`src/common/word_add_pkg.sv`:
```
/*
 * constants for the signed word add datapath: instruction field positions,
 * decode values, widths and reset values.
 * assumes a 64-bit general register file of 32 entries behind the datapath.
 */
package word_add_pkg;

    ////////////////////////////////////////////////////////////////////////
    // widths
    localparam int WORD_W = 32;
    localparam int REG_W = 64;
    localparam int REG_COUNT = 32;
    localparam int IDX_W = 5;

    ////////////////////////////////////////////////////////////////////////
    // instruction field positions
    localparam int OPCODE_MSB = 31;
    localparam int OPCODE_LSB = 26;
    localparam int FIRST_SRC_MSB = 25;
    localparam int FIRST_SRC_LSB = 21;
    localparam int SECOND_SRC_MSB = 20;
    localparam int SECOND_SRC_LSB = 16;
    localparam int DEST_MSB = 15;
    localparam int DEST_LSB = 11;
    localparam int SHAMT_MSB = 10;
    localparam int SHAMT_LSB = 6;
    localparam int FUNCT_MSB = 5;
    localparam int FUNCT_LSB = 0;

    ////////////////////////////////////////////////////////////////////////
    // decode values
    localparam logic [5:0] OPCODE_SPECIAL = 6'h00;
    localparam logic [5:0] FUNCT_ADD = 6'h20;
    localparam logic [5:0] FUNCT_SUM_NONTRAP = 6'h21;

    ////////////////////////////////////////////////////////////////////////
    // reset values
    localparam logic [63:0] RESULT_RST = 64'h0000_0000_0000_0000;

    // operation kind, gray coded along none -> add -> nontrap -> other
    typedef enum logic [1:0] {
        OP_NONE = 2'b00,
        OP_ADD = 2'b01,
        OP_NONTRAP = 2'b11,
        OP_OTHER = 2'b10
    } op_t;

    function automatic logic [4:0] field5(input logic [31:0] instr, input int lsb);
        field5 = instr[lsb +: 5];
    endfunction

endpackage

```
`src/core/word_adder.sv`:
```
/*
 * combinational 32-bit signed adder with overflow detection and
 * sign extension of the result to the register width.
 * assumes operands are the low words of sign-extended register values.
 */
module word_adder (
    input wire logic [31:0] a_word,
    input wire logic [31:0] b_word,
    output logic [63:0] sum_ext,
    output logic overflow
);

    logic [32:0] temp;

    ////////////////////////////////////////////////////////////////////////
    // 33-bit sum of operands extended with bit 31
    assign temp = {a_word[31], a_word} + {b_word[31], b_word};

    // overflow when the two top bits differ
    assign overflow = temp[32] ^ temp[31];

    assign sum_ext = {{32{temp[31]}}, temp[31:0]};

endmodule

```
`src/core/word_add_overflow_trap.sv`:
```
/*
 * signed word add datapath with its own general register file: decodes an
 * issued instruction, adds the two source words, writes the destination or
 * raises an integer overflow exception; a non-trapping variant never traps.
 * assumes the pipeline issues one instruction per cycle at most, keeps
 * source registers sign-extended and keeps the shift field zero.
 */
// Notes on behaviour
// - add second source word to first source word as 32-bit two's complement
// - on overflow leave destination unchanged and raise integer overflow exception
// - without overflow write the sign-extended word result into destination
// - non-trapping variant writes the same sum and never raises the exception
// - opcode zero in bits 31:26, function in 5:0, registers 25:21, 20:16, 15:11
module word_add_overflow_trap (
    input wire logic clk,
    input wire logic nrst,
    input wire logic issue_valid,
    input wire logic [31:0] instr,
    input wire logic load_valid,
    input wire logic [4:0] load_index,
    input wire logic [63:0] load_data,
    input wire logic [4:0] read_index,
    output logic [63:0] read_data_q,
    output logic [63:0] result_q,
    output logic result_valid_q,
    output logic ovf_exception_q,
    output logic unknown_op_q
);

    ////////////////////////////////////////////////////////////////////////
    // register file and its state
    logic [63:0] gpr_q [word_add_pkg::REG_COUNT];
    logic [63:0] result_d;
    logic result_valid_d;
    logic ovf_exception_d;
    logic unknown_op_d;

    ////////////////////////////////////////////////////////////////////////
    // decode
    wire logic [5:0] opcode = instr[word_add_pkg::OPCODE_MSB:word_add_pkg::OPCODE_LSB];
    wire logic [5:0] funct = instr[word_add_pkg::FUNCT_MSB:word_add_pkg::FUNCT_LSB];
    wire logic [4:0] first_source_field =
        word_add_pkg::field5(instr, word_add_pkg::FIRST_SRC_LSB);
    wire logic [4:0] second_source_field =
        word_add_pkg::field5(instr, word_add_pkg::SECOND_SRC_LSB);
    wire logic [4:0] dst_idx = word_add_pkg::field5(instr, word_add_pkg::DEST_LSB);

    word_add_pkg::op_t op;
    // primary opcode and function select the operation
    // the shift field is not looked at; nonzero values are the issuer's fault
    assign op = !issue_valid ? word_add_pkg::OP_NONE :
        (opcode != word_add_pkg::OPCODE_SPECIAL) ? word_add_pkg::OP_OTHER :
        (funct == word_add_pkg::FUNCT_ADD) ? word_add_pkg::OP_ADD :
        (funct == word_add_pkg::FUNCT_SUM_NONTRAP) ? word_add_pkg::OP_NONTRAP :
        word_add_pkg::OP_OTHER;

    wire logic issue_add = (op == word_add_pkg::OP_ADD);
    wire logic issue_nt = (op == word_add_pkg::OP_NONTRAP);

    ////////////////////////////////////////////////////////////////////////
    // operands and adder
    // only the low words are used; upper bits are trusted to match
    wire logic [63:0] src_a = gpr_q[first_source_field];
    wire logic [63:0] src_b = gpr_q[second_source_field];
    wire logic [63:0] dst_old = gpr_q[dst_idx];
    logic [63:0] sum_ext;
    logic ovf;

    word_adder i_word_adder (
        .a_word(src_a[31:0]),
        .b_word(src_b[31:0]),
        .sum_ext(sum_ext),
        .overflow(ovf)
    );

    ////////////////////////////////////////////////////////////////////////
    // write decision
    // a trapping add that overflows writes nothing
    wire logic trap = issue_add && ovf;
    wire logic sum_nontrapping = issue_nt;
    wire logic do_write = (issue_add && !ovf) || sum_nontrapping;

    // result and its valid come from the same edge as the write
    assign result_d = do_write ? sum_ext : result_q;
    assign result_valid_d = do_write;
    // exception request stands in the same cycle as a result would
    assign ovf_exception_d = trap;
    assign unknown_op_d = (op == word_add_pkg::OP_OTHER);

    ////////////////////////////////////////////////////////////////////////
    // register file: the datapath write wins over the side load port,
    // so a load racing a datapath write is lost, whichever entry it targets, not the result
    always_ff @(posedge clk)
    begin
        if (do_write)
        begin
            gpr_q[dst_idx] <= sum_ext;
        end
        else if (load_valid)
        begin
            gpr_q[load_index] <= load_data;
        end
    end

    always_ff @(posedge clk)
    begin
        if (!nrst)
        begin
            result_q <= word_add_pkg::RESULT_RST;
            result_valid_q <= 1'b0;
            ovf_exception_q <= 1'b0;
            unknown_op_q <= 1'b0;
            read_data_q <= word_add_pkg::RESULT_RST;
        end
        else
        begin
            result_q <= result_d;
            result_valid_q <= result_valid_d;
            ovf_exception_q <= ovf_exception_d;
            unknown_op_q <= unknown_op_d;
            read_data_q <= gpr_q[read_index];
        end
    end
endmodule

```
`config.mk`:
```
export PLATFORM = sky130hd
export DESIGN_NAME = word_add_overflow_trap
export DESIGN_NICKNAME = d
export VERILOG_FILES = /design/src/common/word_add_pkg.sv /design/src/core/word_adder.sv /design/src/core/word_add_overflow_trap.sv
export SDC_FILE = /design/constraint.sdc
export NUM_CORES = 2
export LEC_CHECK = 0
export ABC_AREA = 0
export BUFFER_PORTS_ARGS = -buffer_cell sky130_fd_sc_hd__buf_2
export CAP_MARGIN = 25
export CORE_UTILIZATION = 40
export DETAILED_ROUTE_END_ITERATION = 6
export MAX_ROUTING_LAYER = met4
export PLACE_DENSITY = 0.66
export SYNTH_ARGS = -nofsm -noshare
export SYNTH_HDL_FRONTEND = slang
export SYNTH_SLANG_ARGS = --single-unit
```
`constraint.sdc`:
```
create_clock -name clk -period 10.6 [get_ports clk]
set_clock_uncertainty 0.2 [all_clocks]
set_input_delay 0 -clock clk [delete_from_list [all_inputs] [get_ports clk]]
set_output_delay 0 -clock clk [all_outputs]
set_load 0.01 [all_outputs]
```
---- Word-level counts from Yosys, hierarchy flattened ----
Memories as Yosys holds them, arrays and structs flattened. A register that Yosys moved wholly into a read port is not among the register bits.
Index checks and enable logic that the tools add are counted.
W data, S select, Z words.
word-level totals
  bits in registers ....................... 35
  bits in latches ......................... 0
  memory bits (writable) .................. 2048
  bits in read-only memories .............. 0
  input port bits ......................... 110
  memories kept ........................... 1
operators by class
  $add $sub $neg .......................... 1
  multiply operators ...................... 0
  div/mod/pow operators ................... 0
  magnitude comparators ................... 0
  equal/unequal tests ..................... 5
  shift-type cells ........................ 0
  mux-type cells .......................... 12
  bitwise gates (word level) .............. 1
  reduce and logical (&&, ||, !) cells .... 7
memories
  memory  depth  bits a word  read ports  clocked after memory_dff  write ports  line                          source
  gpr_q   32     64           3           1                         1            word_add_overflow_trap.sv:32  logic [63:0] gpr_q [word_add_pkg::REG_COUNT];
operator list
  operator              count
  $mux W64              1
  $reduce_or A64 Y1     1
  $add A32 B32 Y33      1
  $eq A6 B6 Y1 const B  2
  $mux W1               7
  $mux W2               3
  $reduce_bool A6 Y1    1
  $mux W5               1
  $eq A2 B2 Y1 const B  2
  $eq A2 B1 Y1 const B  1
  $logic_and A1 B1 Y1   2
  $logic_not A1 Y1      2
  $logic_or A1 B1 Y1    1
  $xor A1 B1 Y1         1

---- Depth between registers and ports, before layout ----
  word-level depth ........................ 12
  depth in mapped cells ................... 18

---- Modules after synthesis ----
A second synthesis with hierarchy kept.
second synthesis, totals
  cells, all modules ...................... 5047
  area, all modules ....................... 100580.2 µm²
by module, submodules not included
  module                  instances  cells each  area each (µm²)  sequential area each (µm²)
  word_add_overflow_trap  1          4772        98615.8          64121.5
  word_adder              1          275         1964.4           0.0

---- Worst setup path after synthesis ----
No wires, ideal clock.
  path kind ............................... input to register
  start point ............................. input instr[16]
  end point ............................... memory gpr_q[0][0] (enable)
  arrival ................................. 8.847 ns
  path slack .............................. 1.039 ns
  stages on the path ...................... 17
  path buffers ............................ 4
  cells stage by stage .................... clkbuf_1 > buf_1 > buf_1 > mux4_2 > mux4_2 > mux2_2 > ha_1 > fa_1 > a21o_1 > a221o_1 > a22oi_2 > o221ai_2 > a211oi_4 > mux2_2 > or4_1 > clkbuf_1 > a22oi_1
on the way
  word-level cells in the longest chain between the ends .. 10
  elaborated cells between the ends (all ways) .. 13
RTL lines
  element                                              line                           source
  start: declaration                                   word_add_overflow_trap.sv:18   input wire logic [31:0] instr,
  $mem_v2 Z32 W64 *                                    -
  $add A32 B32 Y33 *                                   word_adder.sv:17               assign temp = {a_word[31], a_word} + {b_word[31], b_word};
  $xor A1 B1 Y1 *                                      word_adder.sv:20               assign overflow = temp[32] ^ temp[31];
  $logic_not A1 Y1 *                                   word_add_overflow_trap.sv:81   wire logic do_write = (issue_add && !ovf) || sum_nontrapping;
  $logic_and A1 B1 Y1 *                                word_add_overflow_trap.sv:81
  $logic_or A1 B1 Y1 *                                 word_add_overflow_trap.sv:81
  $mux W1                                              word_add_overflow_trap.sv:95   if (do_write)
  $mux W1 (implied by the code)                        word_add_overflow_trap.sv:101  gpr_q[load_index] <= load_data;
  $reduce_or A64 Y1 (no source line)                   -
  $mux W5 (no source line) or $mux W1 (tied branches)  -
  end: declaration                                     word_add_overflow_trap.sv:32
Every way passes the cells marked *; elsewhere a longest branch is shown, timed or not.

==> summary.txt <==
Finish
  • # fillers: ~20,000
  • Share of cells above drive strength 1: 0.4225
  • Multi-input gate area: between 30,000 and 40,000 um^2
  • Non-Filler Instances: between 8,000 and 9,000
  • Area growth from synthesis to layout: 13.97%
  • Final #Nets: 4,967
  • Final instance area: 113,000 um^2
  • Final core utilization: 0.4589
  • Register area: around 63,000 um^2

Placement
  • Post-DP HPWL: ~150,000 um
  • Placed Cells: between 7,000 and 8,000
  • Post-DP Area: 104,600 um^2
  • Buffers on Ports: around 240
  • Final RePlAce weighted congestion: about 0.86

Worst setup path
  • Slowest stage cell, crit path: mux2_2
  • Worst Setup End Kind: register
  • CP max FO: 37
  • Setup crit end: gpr_q[6][58]
  • Reg-to-reg endpoint: gpr_q[6][58]
  • CP Depth: 16
  • Crit-path max cell delay: 0.92 ns
  • Crit path from: gpr_q[15][0]
  • CP arrival: ~8.4 ns
  • Reg2Reg Setup Slack: around 2.5 ns
  • Crit path launch type: register
  • Cell family with most CP delay: compound AO/OA/AOI/OAI gates
  • Required @ worst endpoint: around 11 ns
  • Reg-to-Reg Start: gpr_q[15][0]
  • R2r worst-path depth: 16
  • Crit path buf inv count: 3
  • Setup CP Type: register to register
  • Crit path cell chain: mux4_2, mux4_2, mux2_2, ha_1, fa_1, a21o_1, a221o_1, a22oi_2, o221ai_2, a211oi_4, mux2_2, o2111ai_1, dlygate4sd3_1, buf_4, a22oi_2, buf_12

CTS
  • Clk slew on worst S/H paths: roughly 0.060 ns
  • TritonCTS buffer count: around 220
  • Post-CTS setup buffer count: 0
  • Clk sinks: approximately 2,100
  • H-Tree Depth: 4
  • Root buffer cell: clkbuf_16
  • Clock latency on the worst-skew pair: 0.87 ns
  • CTS tree: yes
  • CTS Buffer Depth: 3

Yosys
  • Cells after Synth: 4,526
  • Syn nets: 4,669
  • Synth unique cells: 66
  • Synth top area cells: edfxtp_1, mux4_2, dfxtp_1
  • Yosys warnings: 0
  • Syn Area/Cell: between 20 and 25 um^2
  • Mapped Area: 99,110 um^2
  • Share of the synthesized area in the top cell type: 0.6205
  • FFs w/ async S/R, synth: 0
  • Sequential area share after synthesis: 0.6405
  • Seq cells post-synth: around 2,100
  • EDFF count, synth: 2,048
  • Synth Flop Type: edfxtp_1
  • Largest area contributor in the netlist: edfxtp_1

Floorplan
  • Die area: around 250,000 um^2
  • Die width: roughly 500 um
  • # IOs: 241
  • Std cell rows: approximately 180
  • Starting density of the core: 0.4026
  • Core area: roughly 250,000 um^2
  • Die extent in y: roughly 500 um

Route
  • Routed vias/inst: ~6.4
  • TritonRoute pass-1 iters: 6
  • DR DRC count: 0
  • Via count: ~54,000
  • Wire per inst: between 30 and 40 um
  • Routed Wire Length: 291,000 um
  • Initial drt markers: about 6,900
  • Post-route antenna net violation count: 0

Timing
  • Slew at the pin with the worst max-slew slack: 1.122 ns
  • Worst slew margin: 0.2514
  • Max Freq: 123.7 MHz
  • Endpoints failing setup: 0
  • Setup TNS: 0 ns
  • Final Cycle Share: 0.7627
  • Max Slew Vio Count: 0
  • RSZ-0062 raised after global routing: no
  • Min cycle time layout: between 8 and 9 ns
  • Final Hold Viols: 0

Flow run
  • MaxCap Viol Count: 0

GRT
  • Vias in the first global route: between 50,000 and 60,000
  • Total congestion overflow: 0
  • All-Layer GR Usage: 0.2404
  • Antenna violations before repair: 21
  • Largest net degree at the start of global routing: between 100 and 150
  • First-pass GRT wire length: ~410,000 um

Hold path
  • Worst hold path type: input pin to register
  • Worst hold start: load_data[18]

Pwr
  • Peak VDD IR: between 0.15 and 0.2 mV
  • Pwr dens: ~190 nW/um^2
  • Leak: approximately 36 nW

Status
  • Status: finished clean
## worst min path at each step
stage	endpoint	cells past startpoint
after global placement	unknown_op_q	2
final	gpr_q[20][18]	2
after detailed placement	unknown_op_q	2
after CTS	gpr_q[4][10]	3
after floorplan	ovf_exception_q	1
after global routing	result_valid_q	4
## synth_stat cells, types with 4 or more instances
| cell type | count |
|---|---|
| mux2i_1 | 67 |
| xor2_1 | 9 |
| a22oi_1 | 28 |
| a21o_1 | 49 |
| a31oi_1 | 6 |
| and3_1 | 7 |
| nor2_1 | 88 |
| clkbuf_1 | 230 |
| buf_4 | 34 |
| a211oi_1 | 4 |
| nand3_1 | 32 |
| mux4_2 | 1280 |
| dfxtp_1 | 99 |
| o21ai_0 | 47 |
| ha_1 | 32 |
| nand2_1 | 33 |
| buf_2 | 7 |
| o21ai_1 | 7 |
| nor2b_1 | 6 |
| mux2_2 | 91 |
| inv_1 | 17 |
| nor3_1 | 18 |
| nor4_1 | 5 |
| a31o_2 | 4 |
| nand4_1 | 10 |
| buf_1 | 109 |
| a21oi_1 | 64 |
| o211ai_1 | 5 |
| a22oi_2 | 5 |
| xnor2_1 | 14 |
| o21a_1 | 6 |
| edfxtp_1 | 2048 |
| o2111ai_1 | 12 |
## layout by cell type, fill, tap and decap left out, types with 26 or more instances in the layout
| cell type | n |
|---|---|
| edfxtp_1 | 2048 |
| mux4_2 | 1280 |
| buf_2 | 221 |
| clkbuf_16 | 219 |
| dfxtp_1 | 99 |
| buf_4 | 98 |
| dlygate4sd3_1 | 94 |
| mux2_2 | 91 |
| nor2_1 | 88 |
| mux2i_1 | 65 |
| a21oi_1 | 64 |
| a21o_1 | 49 |
| o21ai_0 | 46 |
| clkbuf_1 | 45 |
| clkinv_2 | 45 |
| buf_12 | 35 |
| nand2_1 | 33 |
| a22oi_2 | 33 |
| nand3_1 | 32 |
| ha_1 | 32 |
| clkinv_1 | 32 |
| bufinv_16 | 26 |
## flip-flops by register name, indices dropped and copies added, names as in the netlist
register,count
gpr_q,2048
ovf_exception_q,1
read_data_q,64
result_q,32
result_valid_q,1
unknown_op_q,1
## logic make-up after synthesis
group	synth area share
AO/OA/AOI/OAI	0.01806
XOR/XNOR	0.002197
adder cells (fa/ha/maj)	0.004242
buffers and inverters	0.01646
flip-flops	0.6405
multiplexers	0.3082
AND/OR/NAND/NOR	0.01036
## worst register-to-register path: stages, from the launching register on
cell and delay (ns):
edfxtp_1 0.40, mux4_2 0.49, mux4_2 0.49, mux2_2 0.28
ha_1 0.29, fa_1 0.48, a21o_1 0.19, a221o_1 0.50
a22oi_2 0.32, o221ai_2 0.23, a211oi_4 0.66, mux2_2 0.92
o2111ai_1 0.26, dlygate4sd3_1 0.61, buf_4 0.17, a22oi_2 0.73
buf_12 0.39
## report_power, final
group | total (mW) | internal, mW | switching, mW
clock network | 7.91 | 4.55 | 3.36
logic | 2.77 | 0.921 | 1.85
registers | 10.2 | 10.2 | 0.0526
total | 20.9 | 15.7 | 5.26
## per-layer routing
layer  track usage  vias to the layer above  share of wire
met5             -                        -              0
met4       0.08464                        0          0.036
met3       0.04714                      517           0.10
met2        0.3640                     3155           0.47
met1        0.3253                    29350           0.39
li1              -                    20700              -
## metrics by stage
step | worst slack, ns | hold slack, ns | power (mW)
3_3_place_gp | 2.168 | 0.04593 | 13.07
4_1_cts | 2.381 | 0.005203 | 21.02
6_report | 2.515 | 0.08845 | 20.93
3_5_place_dp | 2.053 | 0.04390 | 13.15
2_1_floorplan | 1.039 | -0.1215 | 12.13
5_1_grt | 2.373 | 0.07183 | 21.52
## final cells by class
| class | instances | area share |
|---|---|---|
| flip-flops and latches | 2147 | 0.5620 |
| clock buffers | 279 | 0.05184 |
| multi-input cells | 1981 | 0.3026 |
| inverters | 17 | 0.0006092 |
| repair buffers | 461 | 0.03255 |
| clock inverters | 130 | 0.01341 |
| well taps | 3312 | 0.03668 |
| diodes | 14 | 0.0003101 |
## timing repair
action / CTS / global route
endpoints found under the hold margin: 2818 / 111
resized for setup: 0 / 0
hold buffers: 90 / 4
Note: power is estimated with default switching activity, not from simulation.
